==> src/rtl/lcfs_defs.svh <==
// register map, field positions, reset values and timing counts
`ifndef LCFS_DEFS_SVH
`define LCFS_DEFS_SVH

// register offsets
`define REG_PWR_CTRL      8'h04
`define REG_CLIP          8'h0B
`define REG_AMP_CTRL      8'h0E
`define REG_LIM_CTRL      8'h0F
`define REG_LIM_THR       8'h10
`define REG_STAT_CLR      8'h12
`define REG_STATUS        8'h13
`define REG_MAX           8'h14

// reset values and writable masks
`define PWR_CTRL_RST      8'h01
`define PWR_CTRL_MASK     8'h13
`define CLIP_RST          8'hFF
`define AMP_CTRL_RST      8'h14
`define AMP_CTRL_MASK     8'h1F
`define LIM_CTRL_RST      8'h22
`define LIM_CTRL_MASK     8'h33
`define LIM_THR_RST       8'h0A
`define LIM_THR_MASK      8'h1F

// field positions
`define PWR_LIMITER_ENABLE_BIT_BIT    4
`define PWR_SHDN_BIT      0
`define AMP_OCP_EN_BIT    4
`define AMP_LOAD_MSB      3
`define AMP_LOAD_LSB      2
`define AMP_EMI_BIT       1
`define AMP_LPM_BIT       0
`define LIMITER_RELEASE_RATE_FIELD_MSB       5
`define LIMITER_RELEASE_RATE_FIELD_LSB       4
`define LIMITER_ATTACK_RATE_FIELD_MSB       1
`define LIMITER_ATTACK_RATE_FIELD_LSB       0
`define THR_MSB           4
`define THR_ZERO_DB       5'h0A
`define STAT_CLR_BIT      0
`define ST_OCP            0
`define ST_OTW            2

// two-wire address, upper five bits
`define I2C_ADDR_HI       5'h0D

// limiter timing: one gain step is 6 dB, rate base per field code 0
`define CLK_FREQ_MHZ      10
`define DB_PER_STEP       6
`define ATTACK_BASE_US    30
`define RELEASE_BASE_MS   400
`define ATTACK_UNIT_CYC   (`ATTACK_BASE_US * `DB_PER_STEP * `CLK_FREQ_MHZ)
`define RELEASE_UNIT_CYC  (`RELEASE_BASE_MS * 1000 * `DB_PER_STEP * `CLK_FREQ_MHZ)
`define GR_MAX            4'hF
`define FULL_SCALE        24'h7FFFFF

// modulator quantiser step and decision level
`define MOD_STEP          26'sh0800000
`define MOD_HALF          26'sh0400000

`endif

==> src/rtl/lcfs_pkg.sv <==
// types shared by the limiter, clipper and status block
package lcfs_pkg;
    typedef logic signed [23:0] sample_t;
    typedef enum logic [3:0] {
        I2C_IDLE, I2C_ADDR, I2C_ADDR_ACK, I2C_SUB, I2C_SUB_ACK,
        I2C_WDATA, I2C_WACK, I2C_RDATA, I2C_RACK
    } i2c_state_t;
endpackage

==> src/rtl/mod_if.sv <==
// sample and pulse signals between control logic and modulator
`timescale 1ns/1ps
interface mod_if;
    lcfs_pkg::sample_t sample;
    logic              en;
    logic              low_emi;
    logic              pos;
    logic              neg;
    modport src (output sample, en, low_emi, input pos, neg);
    modport mod (input sample, en, low_emi, output pos, neg);
endinterface

==> src/rtl/limiter_clipper_fault_status.sv <==
// output limiter, clipper, fault status and two-wire register slave
//
// Function
// - limiter threshold from field, default full scale
// - attack and release rates programmed independently
// - threshold compared after volume gain
// - onset time is attack rate times excess
// - release reduction gradually at release rate
// - symmetric digital clip below full scale
// - clip level field, default clips only the most negative code
// - flag overcurrent, temperature, undervoltage, clock, port
// - flags for clipping and active limiting
// - output short sets overcurrent, drivers off
// - status flags stay set, read only
// - writing one to clear resets flags
// - overtemperature warning follows its condition
// - slew control bit selects low emission
// - idle outputs mid rail, rare pulses
// - idle differential pulses kept minimal width
// - pulse density and width follow level
// - load setting field drives power stage
// - slave only on two-wire bus
// - address byte: seven bits then direction
// - address low bits from strap pin
// - limiter off until enable bit set
// - status readable at status register
`timescale 1ns/1ps
`include "lcfs_defs.svh"
module limiter_clipper_fault_status #(
    parameter logic [31:0] ATTACK_UNIT_CYCLES  = 32'(`ATTACK_UNIT_CYC),
    parameter logic [31:0] RELEASE_UNIT_CYCLES = 32'(`RELEASE_UNIT_CYC)
) (
    // clock and reset
    input  wire logic              i_clk,
    input  wire logic              i_reset_n,
    // two-wire control port
    input  wire logic              i_scl,
    input  wire logic              i_sda_in,
    output logic                   o_sda_out,
    output logic                   o_sda_oe,
    // address strap, synchronised and taken as the two low address bits
    input  wire logic [1:0]        i_addr_sel,
    // samples after volume control
    input  wire lcfs_pkg::sample_t i_sample,
    input  wire logic              i_sample_valid,
    // analogue fault detectors
    input  wire logic              i_short_det,
    input  wire logic              i_overtemp,
    input  wire logic              i_overtemp_warn,
    input  wire logic              i_undervolt,
    // serial port monitors
    input  wire logic              i_clk_ratio_err,
    input  wire logic              i_serial_err,
    // processed samples
    output lcfs_pkg::sample_t      o_sample,
    output logic                   o_sample_valid,
    // power stage
    output logic                   o_out_pos,
    output logic                   o_out_neg,
    output logic                   o_drv_en,
    output logic                   o_low_emi,
    output logic [1:0]             o_load_setting,
    output logic                   o_low_power
);
    logic [1:0] rst_pipe_reg;
    wire        rst_n = rst_pipe_reg[1];

    // reset release through two flops
    always_ff @(posedge i_clk or negedge i_reset_n) begin
        if (!i_reset_n) begin
            rst_pipe_reg <= 2'h0;
        end else begin
            rst_pipe_reg <= {rst_pipe_reg[0], 1'b1};
        end
    end

    // pin synchronisers
    logic [3:0] pin_s;
    logic [3:0] flt_s;
    bit_sync #(.WIDTH(4), .RST_VAL(4'h3)) u_pin_sync (
        .i_clk   (i_clk),
        .i_rst_n (rst_n),
        .i_async ({i_addr_sel, i_scl, i_sda_in}),
        .o_sync  (pin_s)
    );
    bit_sync #(.WIDTH(4), .RST_VAL(4'h0)) u_flt_sync (
        .i_clk   (i_clk),
        .i_rst_n (rst_n),
        .i_async ({i_short_det, i_overtemp, i_overtemp_warn, i_undervolt}),
        .o_sync  (flt_s)
    );
    wire scl_s  = pin_s[1];
    wire sda_s  = pin_s[0];
    wire ocp_s  = flt_s[3];
    wire otf_s  = flt_s[2];
    wire otw_s  = flt_s[1];
    wire uvlo_s = flt_s[0];

    // strap capture once the synchroniser has settled
    logic [1:0] strap_cnt_reg;
    logic [1:0] addr_lo_reg;
    always_ff @(posedge i_clk or negedge rst_n) begin
        if (!rst_n) begin
            strap_cnt_reg <= 2'h0;
            addr_lo_reg   <= 2'h0;
        end else if (strap_cnt_reg != 2'h3) begin
            strap_cnt_reg <= strap_cnt_reg + 2'h1;
            addr_lo_reg   <= pin_s[3:2];
        end
    end
    wire [6:0] dev_addr = {`I2C_ADDR_HI, addr_lo_reg};

    // bus edge and condition detection
    logic scl_d_reg;
    logic sda_d_reg;
    always_ff @(posedge i_clk or negedge rst_n) begin
        if (!rst_n) begin
            scl_d_reg <= 1'b1;
            sda_d_reg <= 1'b1;
        end else begin
            scl_d_reg <= scl_s;
            sda_d_reg <= sda_s;
        end
    end
    wire scl_rise = scl_s & ~scl_d_reg;
    wire scl_fall = ~scl_s & scl_d_reg;
    wire start_c  = scl_s & scl_d_reg & sda_d_reg & ~sda_s;
    wire stop_c   = scl_s & scl_d_reg & ~sda_d_reg & sda_s;

    // register file
    logic [7:0] pwr_ctrl_reg;
    logic [7:0] clip_reg;
    logic [7:0] amp_output_control_reg;
    logic [7:0] lim_ctrl_reg;
    logic [7:0] lim_thr_reg;
    logic [7:0] status_reg;
    logic       wr_stb_reg;
    logic [7:0] wr_addr_reg;
    logic [7:0] wr_data_reg;
    logic [7:0] ptr_reg;
    wire  [7:0] rdata;

    // read selection
    assign rdata = (ptr_reg == `REG_PWR_CTRL) ? pwr_ctrl_reg :
                   (ptr_reg == `REG_CLIP)     ? clip_reg :
                   (ptr_reg == `REG_AMP_CTRL) ? amp_output_control_reg :
                   (ptr_reg == `REG_LIM_CTRL) ? lim_ctrl_reg :
                   (ptr_reg == `REG_LIM_THR)  ? lim_thr_reg :
                   (ptr_reg == `REG_STATUS)   ? status_reg : 8'h00;

    // two-wire slave: answers only, never starts a transfer
    lcfs_pkg::i2c_state_t state_reg;
    logic [3:0] cnt_reg;
    logic [7:0] sh_reg;
    logic       rw_reg;
    logic       oe_reg;
    always_ff @(posedge i_clk or negedge rst_n) begin
        if (!rst_n) begin
            state_reg   <= lcfs_pkg::I2C_IDLE;
            cnt_reg     <= 4'h0;
            sh_reg      <= 8'h00;
            ptr_reg     <= 8'h00;
            rw_reg      <= 1'b0;
            oe_reg      <= 1'b0;
            wr_stb_reg  <= 1'b0;
            wr_addr_reg <= 8'h00;
            wr_data_reg <= 8'h00;
        end else begin
            wr_stb_reg <= 1'b0;
            if (stop_c) begin
                state_reg <= lcfs_pkg::I2C_IDLE;
                oe_reg    <= 1'b0;
            end else if (start_c) begin
                state_reg <= lcfs_pkg::I2C_ADDR;
                cnt_reg   <= 4'h0;
                oe_reg    <= 1'b0;
            end else if (scl_rise) begin
                case (state_reg)
                    lcfs_pkg::I2C_ADDR, lcfs_pkg::I2C_SUB, lcfs_pkg::I2C_WDATA: begin
                        if (cnt_reg != 4'h8) begin
                            sh_reg  <= {sh_reg[6:0], sda_s};
                            cnt_reg <= cnt_reg + 4'h1;
                        end
                    end
                    lcfs_pkg::I2C_RACK: begin
                        if (sda_s) begin
                            state_reg <= lcfs_pkg::I2C_IDLE; // master nack ends read
                        end
                    end
                    default: begin
                    end
                endcase
            end else if (scl_fall) begin
                case (state_reg)
                    lcfs_pkg::I2C_ADDR: begin
                        if (cnt_reg == 4'h8) begin
                            cnt_reg <= 4'h0;
                            if (sh_reg[7:1] == dev_addr) begin
                                rw_reg    <= sh_reg[0];
                                oe_reg    <= 1'b1;
                                state_reg <= lcfs_pkg::I2C_ADDR_ACK;
                            end else begin
                                state_reg <= lcfs_pkg::I2C_IDLE;
                            end
                        end
                    end
                    lcfs_pkg::I2C_SUB: begin
                        if (cnt_reg == 4'h8) begin
                            cnt_reg <= 4'h0;
                            if (sh_reg <= `REG_MAX) begin
                                ptr_reg   <= sh_reg;
                                oe_reg    <= 1'b1;
                                state_reg <= lcfs_pkg::I2C_SUB_ACK;
                            end else begin
                                state_reg <= lcfs_pkg::I2C_IDLE; // bad subaddress, no ack
                            end
                        end
                    end
                    lcfs_pkg::I2C_WDATA: begin
                        if (cnt_reg == 4'h8) begin
                            cnt_reg <= 4'h0;
                            if (ptr_reg <= `REG_MAX) begin
                                wr_stb_reg  <= 1'b1;
                                wr_addr_reg <= ptr_reg;
                                wr_data_reg <= sh_reg;
                                ptr_reg     <= ptr_reg + 8'h01;
                                oe_reg      <= 1'b1;
                                state_reg   <= lcfs_pkg::I2C_WACK;
                            end else begin
                                state_reg <= lcfs_pkg::I2C_IDLE; // past top, no ack
                            end
                        end
                    end
                    lcfs_pkg::I2C_ADDR_ACK: begin
                        if (rw_reg) begin
                            sh_reg    <= rdata;
                            oe_reg    <= ~rdata[7];
                            cnt_reg   <= 4'h1;
                            state_reg <= lcfs_pkg::I2C_RDATA;
                        end else begin
                            oe_reg    <= 1'b0;
                            state_reg <= lcfs_pkg::I2C_SUB;
                        end
                    end
                    lcfs_pkg::I2C_SUB_ACK, lcfs_pkg::I2C_WACK: begin
                        oe_reg    <= 1'b0;
                        state_reg <= lcfs_pkg::I2C_WDATA;
                    end
                    lcfs_pkg::I2C_RDATA: begin
                        if (cnt_reg == 4'h8) begin
                            oe_reg    <= 1'b0;
                            state_reg <= lcfs_pkg::I2C_RACK;
                            if (ptr_reg < `REG_MAX) begin
                                ptr_reg <= ptr_reg + 8'h01; // top register repeats
                            end
                        end else begin
                            oe_reg  <= ~sh_reg[6];
                            sh_reg  <= {sh_reg[6:0], 1'b0};
                            cnt_reg <= cnt_reg + 4'h1;
                        end
                    end
                    lcfs_pkg::I2C_RACK: begin
                        sh_reg    <= rdata;
                        oe_reg    <= ~rdata[7];
                        cnt_reg   <= 4'h1;
                        state_reg <= lcfs_pkg::I2C_RDATA;
                    end
                    default: begin
                    end
                endcase
            end
        end
    end

    // write decode
    wire wr_pwr  = wr_stb_reg & (wr_addr_reg == `REG_PWR_CTRL);
    wire wr_clip = wr_stb_reg & (wr_addr_reg == `REG_CLIP);
    wire wr_amp  = wr_stb_reg & (wr_addr_reg == `REG_AMP_CTRL);
    wire wr_lim  = wr_stb_reg & (wr_addr_reg == `REG_LIM_CTRL);
    wire wr_thr  = wr_stb_reg & (wr_addr_reg == `REG_LIM_THR);
    wire st_clr  = wr_stb_reg & (wr_addr_reg == `REG_STAT_CLR) & wr_data_reg[`STAT_CLR_BIT];

    // control registers, reserved bits held at zero
    always_ff @(posedge i_clk or negedge rst_n) begin
        if (!rst_n) begin
            pwr_ctrl_reg           <= `PWR_CTRL_RST;
            clip_reg               <= `CLIP_RST;
            amp_output_control_reg <= `AMP_CTRL_RST;
            lim_ctrl_reg           <= `LIM_CTRL_RST;
            lim_thr_reg            <= `LIM_THR_RST;
        end else begin
            if (wr_pwr)  pwr_ctrl_reg           <= wr_data_reg & `PWR_CTRL_MASK;
            if (wr_clip) clip_reg               <= wr_data_reg;
            if (wr_amp)  amp_output_control_reg <= wr_data_reg & `AMP_CTRL_MASK;
            if (wr_lim)  lim_ctrl_reg           <= wr_data_reg & `LIM_CTRL_MASK;
            if (wr_thr)  lim_thr_reg            <= wr_data_reg & `LIM_THR_MASK;
        end
    end
    wire       limiter_enable_bit  = pwr_ctrl_reg[`PWR_LIMITER_ENABLE_BIT_BIT];
    wire       shdn    = pwr_ctrl_reg[`PWR_SHDN_BIT];
    wire [1:0] atr     = lim_ctrl_reg[`LIMITER_ATTACK_RATE_FIELD_MSB:`LIMITER_ATTACK_RATE_FIELD_LSB];
    wire [1:0] rrt     = lim_ctrl_reg[`LIMITER_RELEASE_RATE_FIELD_MSB:`LIMITER_RELEASE_RATE_FIELD_LSB];
    wire [4:0] thr     = lim_thr_reg[`THR_MSB:0];

    // limiter level detection on the post-volume sample
    logic [3:0]  gr_reg;
    logic        over_reg;
    logic        under_reg;
    wire  [23:0] mag      = i_sample[23] ? 24'(-i_sample) : 24'(i_sample);
    wire  [3:0]  thr_stp  = (thr >= `THR_ZERO_DB) ? 4'h0 : 4'(`THR_ZERO_DB - thr);
    wire  [23:0] thr_mag  = `FULL_SCALE >> thr_stp;
    wire  [23:0] lvl_now  = mag >> gr_reg;
    wire  [23:0] lvl_up   = mag >> (gr_reg - 4'h1);
    wire  [31:0] atk_step = ATTACK_UNIT_CYCLES << atr;
    wire  [31:0] rel_step = RELEASE_UNIT_CYCLES << rrt;
    always_ff @(posedge i_clk or negedge rst_n) begin
        if (!rst_n) begin
            over_reg  <= 1'b0;
            under_reg <= 1'b0;
        end else if (i_sample_valid) begin
            over_reg  <= limiter_enable_bit & (lvl_now > thr_mag);
            under_reg <= (gr_reg != 4'h0) & (lvl_up <= thr_mag);
        end
    end

    // gain reduction: one step per attack or release period
    logic [31:0] atk_cnt_reg;
    logic [31:0] rel_cnt_reg;
    always_ff @(posedge i_clk or negedge rst_n) begin
        if (!rst_n) begin
            gr_reg      <= 4'h0;
            atk_cnt_reg <= 32'h0;
            rel_cnt_reg <= 32'h0;
        end else if (!limiter_enable_bit) begin
            gr_reg      <= 4'h0;
            atk_cnt_reg <= 32'h0;
            rel_cnt_reg <= 32'h0;
        end else begin
            atk_cnt_reg <= (over_reg && atk_cnt_reg < atk_step - 32'h1) ? atk_cnt_reg + 32'h1 : 32'h0;
            rel_cnt_reg <= (under_reg && !over_reg && rel_cnt_reg < rel_step - 32'h1) ? rel_cnt_reg + 32'h1 : 32'h0;
            if (over_reg && atk_cnt_reg == atk_step - 32'h1 && gr_reg != `GR_MAX) begin
                gr_reg <= gr_reg + 4'h1;
            end else if (under_reg && !over_reg && rel_cnt_reg == rel_step - 32'h1 && gr_reg != 4'h0) begin
                gr_reg <= gr_reg - 4'h1;
            end
        end
    end

    // symmetric clipper after the limiter gain
    wire lcfs_pkg::sample_t lim_s  = i_sample >>> gr_reg;
    wire lcfs_pkg::sample_t clip_p = {1'b0, clip_reg, 15'h7FFF};
    wire lcfs_pkg::sample_t clip_n = -clip_p;
    wire                    hi_cl  = lim_s > clip_p;
    wire                    lo_cl  = lim_s < clip_n;
    wire lcfs_pkg::sample_t out_s  = hi_cl ? clip_p : (lo_cl ? clip_n : lim_s);
    wire                    clip_ev = i_sample_valid & (hi_cl | lo_cl);

    // sample output register
    always_ff @(posedge i_clk or negedge rst_n) begin
        if (!rst_n) begin
            o_sample       <= 24'sh0;
            o_sample_valid <= 1'b0;
        end else begin
            o_sample_valid <= i_sample_valid;
            if (i_sample_valid) o_sample <= out_s;
        end
    end

    // sticky status: set wins over clear, warning bit is live
    wire [7:0] events  = {gr_reg != 4'h0, clip_ev, i_serial_err, i_clk_ratio_err,
                          uvlo_s, 1'b0, otf_s, ocp_s};
    wire [7:0] st_hold = (st_clr ? 8'h00 : status_reg) | events;
    always_ff @(posedge i_clk or negedge rst_n) begin
        if (!rst_n) begin
            status_reg <= 8'h00;
        end else begin
            status_reg          <= st_hold;
            status_reg[`ST_OTW] <= otw_s;
        end
    end

    // power stage control, short latches drivers off until cleared
    wire ocp_en = amp_output_control_reg[`AMP_OCP_EN_BIT];
    wire drv_on = ~shdn & ~(ocp_en & (status_reg[`ST_OCP] | ocp_s));
    always_ff @(posedge i_clk or negedge rst_n) begin
        if (!rst_n) begin
            o_drv_en       <= 1'b0;
            o_low_emi      <= 1'b0;
            o_load_setting <= 2'h0;
            o_low_power    <= 1'b0;
            o_sda_out      <= 1'b0;
            o_sda_oe       <= 1'b0;
        end else begin
            o_drv_en       <= drv_on;
            o_low_emi      <= amp_output_control_reg[`AMP_EMI_BIT];
            o_load_setting <= amp_output_control_reg[`AMP_LOAD_MSB:`AMP_LOAD_LSB];
            o_low_power    <= amp_output_control_reg[`AMP_LPM_BIT];
            o_sda_out      <= 1'b0;
            o_sda_oe       <= oe_reg;
        end
    end

    // modulator
    mod_if mif ();
    assign mif.sample  = o_sample;
    assign mif.en      = o_drv_en;
    assign mif.low_emi = o_low_emi;
    three_level_mod u_mod (
        .i_clk   (i_clk),
        .i_rst_n (rst_n),
        .m       (mif.mod)
    );
    assign o_out_pos = mif.pos;
    assign o_out_neg = mif.neg;
endmodule

==> src/rtl/bit_sync.sv <==
// two-flop synchroniser for a group of asynchronous levels
`timescale 1ns/1ps
module bit_sync #(
    parameter int                 WIDTH   = 1,
    parameter logic [WIDTH-1:0]   RST_VAL = '0
) (
    input  wire logic             i_clk,
    input  wire logic             i_rst_n,
    input  wire logic [WIDTH-1:0] i_async,
    output logic      [WIDTH-1:0] o_sync
);
    logic [WIDTH-1:0] stage_reg;

    // first stage feeds only the second
    always_ff @(posedge i_clk or negedge i_rst_n) begin
        if (!i_rst_n) begin
            stage_reg <= RST_VAL;
            o_sync    <= RST_VAL;
        end else begin
            stage_reg <= i_async;
            o_sync    <= stage_reg;
        end
    end
endmodule

==> src/rtl/three_level_mod.sv <==
// three-level sigma-delta pulse modulator
`timescale 1ns/1ps
`include "lcfs_defs.svh"
module three_level_mod (
    input  wire logic i_clk,
    input  wire logic i_rst_n,
    mod_if.mod        m
);
    logic signed [25:0] acc_reg;
    wire  signed [25:0] x_ext  = 26'(m.sample);
    // low emi: never swing straight from one rail pair to the other
    wire                blk_p  = m.low_emi & m.neg;
    wire                blk_n  = m.low_emi & m.pos;
    // polarity follows sign, density rises with level
    wire                go_p   = m.en & (acc_reg >= `MOD_HALF) & ~blk_p;
    wire                go_n   = m.en & (acc_reg < -`MOD_HALF) & ~blk_n;
    wire  signed [25:0] fb     = go_p ? `MOD_STEP : (go_n ? -`MOD_STEP : 26'sh0);
    wire  signed [25:0] acc_nx = acc_reg + x_ext - fb;

    // idle keeps both outputs mid rail, residue gives rare one-cycle pulses
    always_ff @(posedge i_clk or negedge i_rst_n) begin
        if (!i_rst_n) begin
            acc_reg <= 26'sh0;
            m.pos   <= 1'b0;
            m.neg   <= 1'b0;
        end else begin
            acc_reg <= m.en ? acc_nx : 26'sh0;
            m.pos   <= go_p;
            m.neg   <= go_n;
        end
    end
endmodule

==> config.mk <==
export PLATFORM = sky130hd
export DESIGN_NAME = limiter_clipper_fault_status
export DESIGN_NICKNAME = d
export VERILOG_FILES = /design/src/rtl/lcfs_pkg.sv /design/src/rtl/mod_if.sv /design/src/rtl/limiter_clipper_fault_status.sv /design/src/rtl/bit_sync.sv /design/src/rtl/three_level_mod.sv
export VERILOG_INCLUDE_DIRS = /design/src /design/src/rtl
export SDC_FILE = /design/constraint.sdc
export NUM_CORES = 1
export LEC_CHECK = 0
export BUFFER_PORTS_ARGS = -buffer_cell sky130_fd_sc_hd__clkbuf_2
export CAP_MARGIN = 20
export CORE_UTILIZATION = 50
export CTS_BUF_LIST = sky130_fd_sc_hd__clkbuf_4 sky130_fd_sc_hd__clkbuf_8
export DETAILED_ROUTE_END_ITERATION = 6
export PLACE_DENSITY = 0.7
export SYNTH_ARGS = -nofsm -noshare
export SYNTH_HDL_FRONTEND = slang
export SYNTH_HIERARCHICAL = 1
export SYNTH_SLANG_ARGS = --single-unit
==> constraint.sdc <==
create_clock -name i_clk -period 12.25 [get_ports i_clk]
set_input_delay 1.225 -clock i_clk [delete_from_list [all_inputs] [get_ports i_clk]]
set_output_delay 1.225 -clock i_clk [all_outputs]
set_load 0.05 [all_outputs]
==> run_results.csv, run 1 <==
group,metric,value,unit
global_route,grt_max_degree,76,
drt,drt.antenna.violating_nets,0,
logic_synthesis,synth_top_area_share,28.8,%
logic_synthesis,yosysWarnings,6,
die,die-area,36900,um2
clocking,root_buffer,"clkbuf_8",
placed_design,io_buffers,69,
clocking,tritoncts,"yes",
clocking,post_cts_buffers,0,
pwr,irDropWorstVdd,0.000138,V
cells_and_area,area_growth,8.73,%
logic_synthesis,syn_inst,2098,
setup_path,cp_max_fo,11,
cells_and_area,finish.utilization,55.2,%
logic_synthesis,yosysUniqueCellTypes,91,
logic_synthesis,ys_seq_area_share,31.9,%
timing,final.setup.tns,0,ps
logic_synthesis,synth_edf_count,0,
clocking,cts-resized-gates,0,
pwr,p_leak,0.00901,uW
cells_and_area,fillers,3283,
setup_path,arrival,5930,ps
clocking,path_clk_slew,70,ps
drt,detail_route.wl_per_cell,17.9,um
logic_synthesis,synthFlopType,"dfrtp_1",
clocking,numCtsBuffers,42,
die,coreArea,35600,um2
drt,vias,15541,
logic_synthesis,yosys.area_share.simple,19.5,%
timing,fin_ws,6800,ps
drt,routed_via_density,5.94,
outcome,status,"completed",
die,fp.dieH,192,um
clocking,htreeDepth,2,
pwr,p_per_area,147,nW/um2
clocking,clock_path_buffers,3,
die,start_util,50.8,%
timing,clock_skew,38.6,ps
placed_design,place_congestion,0.934,
flow_run,maxCapViolCount,0,
placed_design,dp.cells,2537,
setup_path,critPathKind,"primary input to flop",
logic_synthesis,synthMuxAreaShare,9.92,%
drt,drt_iter0_markers,1036,
setup_path,crit_family,"simple AND/OR/NAND/NOR gates",
placed_design,place_area,18700,um2
logic_synthesis,ys_seq_elements,229,
worst_hold_path,hp-class,"flop to asynchronous set/reset pin",
setup_path,path_buf_inv,1,
cells_and_area,design_area,19600,um2
timing,slew_viol_final,0,
global_route,antenna_found_initial,0,
die,die_x,192,um
timing,period_minus_slack,5450,ps
timing,grt_setup_unrepaired,"false",
clocking,cts_hold_buf,0,
die,pin_count,71,
logic_synthesis,synthAdderAreaFrac,10.7,%
setup_path,slowest_stage,"nor4_1",
global_route,gr-total-overflow,0,
setup_path,path_common_cell,"nor4_1",
timing,tightest_slew,1060,ps
global_route,track_usage,25.9,%
die,num_rows,69,
placed_design,dp_hpwl,34100,um
setup_path,endpoint_kind,"flop",
drt,drt-pass1-iter-count,5,
drt,drc,0,
clocking,clock-sinks,229,
global_route,grt_pass1_vias,14714,
cells_and_area,final_nets,2313,
timing,slew_headroom,29.4,%
logic_synthesis,synth_top_area_cell,"dfrtp_1",
logic_synthesis,synth-xor-area-share,5.19,%
cells_and_area,finalNonFillerCells,2616,
setup_path,critical_path.startpoint_type,"primary input",
clocking,clk_latency,610,ps
timing,post-route-period-util,44.5,%
cells_and_area,drive_above_1_share,14.1,%
logic_synthesis,synth_top_family_by_area,"simple AND/OR/NAND/NOR gates",
placed_design,pre_cts_slack,6370,ps
timing,final-setup-viol-count,0,
logic_synthesis,ys_top_cells_by_area,"dfrtp_1 (29%), ha_1 (11%), nor2_1 (5.2%)",
logic_synthesis,synth_compound_area_share,16.7,%
setup_path,worstPathRequired,12730,ps
setup_path,crit_chain,"clkbuf_2 > nor4_1 > nand2_1 > o41ai_1 > xnor2_1 > nor2_1 > nor2_1 > a21oi_1 > and2_1 > a211oi_1 > ha_1 > and4_1 > nand4_1 > nor4_1 > o21ai_0 > nor4_1 > a22o_1 > a21oi_1",
logic_synthesis,avgSynthCellArea,8.61,um2
timing,hold_viol,0,
global_route,grt_pass1_wl,76700,um
logic_synthesis,synthesis.area,18100,um2
setup_path,cpPeakStageDelay,660,ps
cells_and_area,antennaDiodeCount,0,
drt,wl,46700,um
timing,clock.fmax,0.184,GHz
logic_synthesis,ys_async_sr_fraction,100,%
[where the power goes]
part | total, uW | internal, uW | switching [uW] | leakage (uW)
combinational | 1190 | 482 | 703 | 0.00562
sequential | 882 | 839 | 43.7 | 0.00288
clock | 826 | 482 | 344 | 0.000508
total | 2890 | 1800 | 1090 | 0.00901
[per-layer routing]
metal	track usage, %	routed length (um)	vias up
met1	35.2	21200	7475
met5	0	0	-
met4	9.21	1410	0
li1	-	-	7499
met2	41.8	21400	469
met3	4.00	2700	98
[cell usage in the layout, fill, tap and decap left out, types with 26 or more instances in the layout]
master    synthesis  layout
nor2_1          252     252
clkbuf_8          0      51
inv_1           163     163
xor2_1           56      56
nand2_1         165     165
a21o_1           41      41
xnor2_1          51      51
nor3_1           47      47
a21oi_1         107     107
mux4_2           29      29
o21ai_0          94      94
o211ai_1         32      32
mux2_2           54      54
ha_1            152     152
clkbuf_2          0      69
mux2i_1          53      53
nand3_1          73      73
dfrtp_1         208     205
nand4_1          26      26
[Yosys cell counts, drive strengths merged (17+ instances only)]
cell    number
nand2      165
a21o        41
xor2        56
nand4       26
nor3        47
nand2b      17
nor2       252
mux2        54
and3        22
buf         32
dfrtp      208
o21a        20
o21ai      100
mux4        29
xnor2       51
mux2i       53
or3         19
o31ai       17
a21oi      108
ha         152
a31oi       25
inv        164
nor4        26
o211ai      32
nand3       74
dfstp       21
clkbuf      85
[layout make-up]
cell class / instances / area (um2) / share of cell area (%)
clock inverter: 14 / 166 / 0.847
inverter: 164 / 616 / 3.13
sequential: 229 / 5760 / 29.3
tap: 461 / 577 / 2.94
clock buffer: 63 / 792 / 4.03
multi-input combinational: 1596 / 11200 / 57.2
timing repair buffer: 89 / 490 / 2.50
[cells by family (layout without fill, tap and decap cells)]
logic type	Yosys count	count (layout)
other	2	10
XOR/XNOR	107	107
adder cells (fa/ha/maj)	154	154
multiplexers	136	136
flip-flops	229	229
AO/OA/AOI/OAI	455	455
AND/OR/NAND/NOR	734	734
buffers and inverters	281	330
[per-stage QoR]
stage,total power (uW),hold WS (ps)
floorplan,1840,331
global placement,2040,305
detailed placement,2070,304
CTS,2920,278
global route,3110,326
finish,2890,261
[final timing paths]
check                           slack [ps]                        endpoint                               from  cells past startpoint
worst max register to register        6820           under_reg$_DFFE_PN0P_              gr_reg[0]$_DFFE_PN0P_                     19
max in group asynchronous            10090           gr_reg[1]$_DFFE_PN0P_          rst_pipe_reg[1]$_DFF_PN0_                      2
min in group i_clk                     340  u_pin_sync/o_sync[2]$_DFF_PN0_  u_pin_sync/stage_reg[2]$_DFF_PN0_                      0
worst min-delay path                   260              rw_reg$_DFFE_PN0P_          rst_pipe_reg[1]$_DFF_PN0_                      0
worst max-delay path                  6800            over_reg$_DFFE_PN0P_                       i_sample[10]                     18
worst min register to register         260              rw_reg$_DFFE_PN0P_          rst_pipe_reg[1]$_DFF_PN0_                      0
Power figures use the tool's default switching activity.
==> run 2, diff against run 1 <==
Settings changed: PLACE_DENSITY 0.7 to 0.72.
Clock period 12.25 ns to 4.8 ns, I/O delays scaled along.
==> run_results.csv, run 2 (synthesis results as in run 1) <==
group,metric,value,unit
outcome,status,"completed",
die,pin_count,71,
timing,final-setup-viol-count,0,
die,start_util,50.8,%
pwr,p_per_area,366,nW/um2
global_route,track_usage,26.7,%
drt,drc,0,
global_route,gr-total-overflow,0,
timing,period_minus_slack,4440,ps
pwr,p_leak,0.00923,uW
timing,final.setup.tns,0,ps
setup_path,critPathKind,"flop to flop",
drt,drt-pass1-iter-count,7,
die,die-area,36900,um2
die,num_rows,69,
drt,drt.antenna.violating_nets,0,
timing,fin_ws,364,ps
cells_and_area,final_cell_mix,"nor2_1 (252), dfrtp_1 (205), nand2_1 (165)",
placed_design,place_congestion,0.933,
setup_path,endpoint_kind,"flop",
cells_and_area,final_common_cell,"nor2_1",
worst_hold_path,hp-class,"primary input to flop",
clocking,root_buffer,"clkbuf_8",
flow_run,maxCapViolCount,0,
cells_and_area,antennaDiodeCount,0,
global_route,grt_max_degree,126,
cells_and_area,area_growth,10.8,%
clocking,htreeDepth,2,
timing,tightest_slew,986,ps
cells_and_area,final_nets,2362,
die,die_x,192,um
setup_path,worstPathRequired,5270,ps
timing,slew_viol_final,0,
global_route,grt_pass1_wl,78900,um
clocking,clk_latency,570,ps
placed_design,dp_hpwl,35900,um
clocking,numCtsBuffers,41,
clocking,tritoncts,"yes",
timing,slew_headroom,34.3,%
drt,drt_iter0_markers,1233,
clocking,path_clk_slew,70,ps
die,fp.dieH,192,um
global_route,grt_pass1_vias,15435,
global_route,antenna_found_initial,0,
timing,clock.fmax,0.225,GHz
die,coreArea,35600,um2
drt,detail_route.wl_per_cell,18.1,um
cells_and_area,drive_above_1_share,15.7,%
clocking,post_cts_buffers,0,
drt,wl,48200,um
timing,hold_viol,0,
placed_design,pre_cts_slack,35.3,ps
setup_path,cp_max_fo,41,
drt,routed_via_density,5.96,
timing,clock_skew,21.7,ps
timing,post-route-period-util,92.4,%
clocking,clock_path_buffers,3,
drt,vias,15872,
setup_path,critical_path.startpoint_type,"flop",
pwr,irDropWorstVdd,0.000383,V
timing,grt_setup_unrepaired,"false",
clocking,clock-sinks,229,
setup_path,arrival,4910,ps
timing,whs,27.0,ps
placed_design,io_buffers,69,
[run 2: changes by cell type in the layout (fill, tap and decap cells not counted)]
cell           previous run  this run
ha_2                      0         1
clkbuf_8                 51        53
buf_2                     2         1
buf_12                    0         4
dlygate4sd3_1             0         5
inv_6                     2         1
ha_1                    152       151
clkinvlp_4                1         0
clkinv_8                  1         0
bufinv_16                 3         1
buf_4                    18        60
[run 2: cell type report]
cell class              instances  area, um2
clock inverters                 9       73.8
multi-input cells            1596      11200
inverters                     164        616
clock buffers                  65        820
well taps                     461        577
repair buffers                139        931
flip-flops and latches        229       5760
fillers                      3234      15500
[run 2: routing by layer]
layer  GRT usage, %  routed length (um)  vias to the layer above
met5              0                   0                        -
met1           35.7               21400                     7622
li1               -                   -                     7619
met3           3.38                2750                       97
met4           8.42                1260                        0
met2           44.7               22800                      534
[run 2: path summary, 6_finish.rpt]
| path | start | endpoint | slack (ps) | cells past startpoint |
|---|---|---|---|---|
| min reg2reg | u_flt_sync/o_sync[1]$_DFF_PN0_ | status_reg[2]$_DFF_PN0_ | 350 | 0 |
| max reg2reg | gr_reg[0]$_DFFE_PN0P_ | under_reg$_DFFE_PN0P_ | 360 | 16 |
| max in group asynchronous | rst_pipe_reg[1]$_DFF_PN0_ | gr_reg[1]$_DFFE_PN0P_ | 3300 | 1 |
| min | i_addr_sel[0] | u_pin_sync/stage_reg[2]$_DFF_PN0_ | 30 | 1 |
| max | gr_reg[0]$_DFFE_PN0P_ | under_reg$_DFFE_PN0P_ | 360 | 16 |
| min in group asynchronous | i_reset_n | rst_pipe_reg[1]$_DFF_PN0_ | 240 | 2 |
[run 2: stage by stage]
stage | total power, uW | std cells | area [um2] | util [%]
final | 7330 | 2663 | 20000 | 56.3
after floorplan | 4690 | 2106 | 18100 | -
after global routing | 7870 | 2663 | 20000 | 56.3
after CTS | 7360 | 2662 | 20000 | 56.3
after global placement | 5230 | 2583 | 19100 | 53.6
after detailed placement | 5330 | 2583 | 19100 | 53.6
[run 2: worst max-delay path: stages, from the launching register on]
cell and delay, ps:
dfrtp_2 520, inv_1 110, buf_4 420, ha_1 320, xor2_1 520, mux4_2 590
a31o_2 250, o22ai_1 180, ha_1 280, a21o_1 180, a21oi_1 160, o21ai_0 110
a21oi_1 160, nand2_1 70, a21oi_1 280, a31oi_1 120, o41ai_2 80
[run 2: report_power, final]
part / switching (uW) / internal, uW
clock network: 844 / 1140
logic: 1830 / 1260
registers: 115 / 2140
[run 2: repair_timing]
action	CTS	global route
endpoints found under the hold margin	6	0
endpoints found under the setup margin	0	1
resized for setup	0	1
hold buffers	5	0
==> run 3, diff against run 2 <==
Settings changed: CELL_PAD_IN_SITES_DETAIL_PLACEMENT from default to 1, CELL_PAD_IN_SITES_GLOBAL_PLACEMENT from default to 1, CORE_UTILIZATION 50 to 45, CTS_CLUSTER_DIAMETER from default to 80, PLACE_DENSITY 0.72 to 0.82.
==> run_results.csv, run 3 (synthesis results as in run 1) <==
group,metric,value,unit
timing,whs,67.1,ps
timing,hold_viol,0,
pwr,p_per_area,379,nW/um2
cells_and_area,final_nets,2372,
cells_and_area,drive_above_1_share,16.1,%
worst_hold_path,hp-class,"primary input to flop",
cells_and_area,final_cell_mix,"nor2_1 (252), dfrtp_1 (205), nand2_1 (165)",
timing,clock.fmax,0.221,GHz
cells_and_area,final_common_cell,"nor2_1",
setup_path,critical_path.startpoint_type,"flop",
global_route,grt_pass1_wl,91500,um
timing,tightest_slew,1040,ps
cells_and_area,finish.utilization,51.2,%
timing,clock_skew,15.0,ps
cells_and_area,antennaDiodeCount,0,
pwr,irDropWorstVdd,0.000311,V
drt,routed_via_density,5.93,
global_route,track_usage,27.7,%
timing,slew_viol_final,0,
timing,post-route-period-util,94.1,%
die,pin_count,71,
clocking,clock_path_buffers,3,
timing,fin_ws,284,ps
cells_and_area,finalNonFillerCells,2739,
drt,vias,16255,
global_route,grt_pass1_vias,17172,
global_route,grt_max_degree,100,
drt,wl,56100,um
setup_path,endpoint_kind,"flop",
cells_and_area,area_growth,12.3,%
clocking,clk_latency,610,ps
drt,drt-pass1-iter-count,5,
setup_path,critPathKind,"flop to flop",
drt,detail_route.wl_per_cell,20.5,um
die,fp.dieH,202,um
placed_design,dp_hpwl,41800,um
flow_run,maxCapViolCount,0,
setup_path,cp_max_fo,19,
pwr,combPwrFrac,41.6,%
cells_and_area,regArea,5770,um2
drt,drc,0,
die,die-area,40900,um2
clocking,numCtsBuffers,44,
clocking,root_buffer,"clkbuf_8",
outcome,status,"completed",
placed_design,place_congestion,0.940,
setup_path,arrival,5020,ps
drt,drt.antenna.violating_nets,0,
pwr,p_seq_share,29.5,%
pwr,p_leak,0.00932,uW
clocking,tritoncts,"yes",
placed_design,io_buffers,69,
global_route,antenna_found_initial,0,
timing,slew_headroom,29.9,%
clocking,path_clk_slew,60,ps
global_route,gr-total-overflow,0,
setup_path,worstPathRequired,5310,ps
timing,final-setup-viol-count,0,
drt,drt_iter0_markers,798,
die,die_x,202,um
timing,final.setup.tns,0,ps
timing,grt_setup_unrepaired,"false",
pwr,p_sw,2960,uW
die,coreArea,39600,um2
pwr,switching_share,38.5,%
clocking,htreeDepth,2,
placed_design,dp.cells,2648,
die,start_util,45.6,%
setup_path,r2r_setup_slack,280,ps
placed_design,pre_cts_slack,-105,ps
cells_and_area,multiInputGateArea,11300,um2
pwr,internal_power,4720,uW
timing,period_minus_slack,4520,ps
clocking,clock-sinks,229,
cells_and_area,fillers,4700,
pwr,p_clk_share,29.0,%
die,num_rows,73,
run 3: cell count changes in the layout (fill, tap and decap cells not counted), sizes merged:
cell         previous run  this run
dlygate4sd3             5         9
buf                    65        68
bufinv                  1         4
clkinv                  7        10
clkbuf                134       132
inv                   165       166
run 3: area by class of cell:
cell class              count  area share (%)
flip-flops and latches    229            28.4
well taps                 525            3.24
repair buffers            146            4.85
inverters                 164            3.03
clock buffers              63            3.97
clock inverters            16            1.02
multi-input cells        1596            55.5
run 3: power by group through the flow:
stage                     combinational, uW  sequential [uW]  clock, uW
after detailed placement               3130             2300          0
final                                  3190             2260       2230
after global placement                 2980             2280          0
after CTS                              3190             2260       2300
after floorplan                        2300             2390          0
after global routing                   3570             2280       2370
run 3: through the flow:
step | cell area [um2] | total power (uW)
2_1_floorplan | 18100 | 4690
3_3_place_gp | 19100 | 5260
3_5_place_dp | 19100 | 5430
4_1_cts | 20200 | 7760
5_1_grt | 20300 | 8230
6_report | 20300 | 7680
run 3: per-layer routing:
layer  vias up  routed length (um)  global-route usage (%)  part of all wire [%]
li1       7597                   -                       -                     -
met2       404               27500                    47.4                    49
met4         0                2020                    11.2                   3.6
met5         -                   0                       0                     0
met3       117                2550                    3.71                   4.6
met1      8137               24000                    35.2                    43
run 3: final timing paths:
kind,cells past startpoint,endpoint,startpoint
min reg2reg,0,u_flt_sync/o_sync[3]$_DFF_PN0_,u_flt_sync/stage_reg[3]$_DFF_PN0_
max,18,under_reg$_DFFE_PN0P_,gr_reg[0]$_DFFE_PN0P_
min,2,status_reg[5]$_DFF_PN0_,i_serial_err
max reg2reg,18,under_reg$_DFFE_PN0P_,gr_reg[0]$_DFFE_PN0P_
max in group asynchronous,1,atk_cnt_reg[26]$_DFF_PN0_,rst_pipe_reg[1]$_DFF_PN0_
min in group asynchronous,2,rst_pipe_reg[1]$_DFF_PN0_,i_reset_n
run 3: repair_timing:
action / CTS / global route
gates resized for setup: 0 / 5
endpoints found under the hold margin: 10 / 0
hold buffers: 9 / 0
setup endpoints to repair: 0 / 7
setup buffers: 0 / 3
run 3: critical path, cell delays in order, from the launching register on:
cell and delay [ps]:
dfrtp_4 570, inv_1 230, buf_4 310, ha_1 280
xor2_1 410, buf_4 350, nand2_1 90, o211ai_1 90
o21ai_0 110, a22oi_1 280, nor2_1 80, ha_1 310
nand4_1 80, nor2_1 210, nand4_1 190, nor3_1 170
o211ai_1 100, or3_1 340, o41ai_2 210
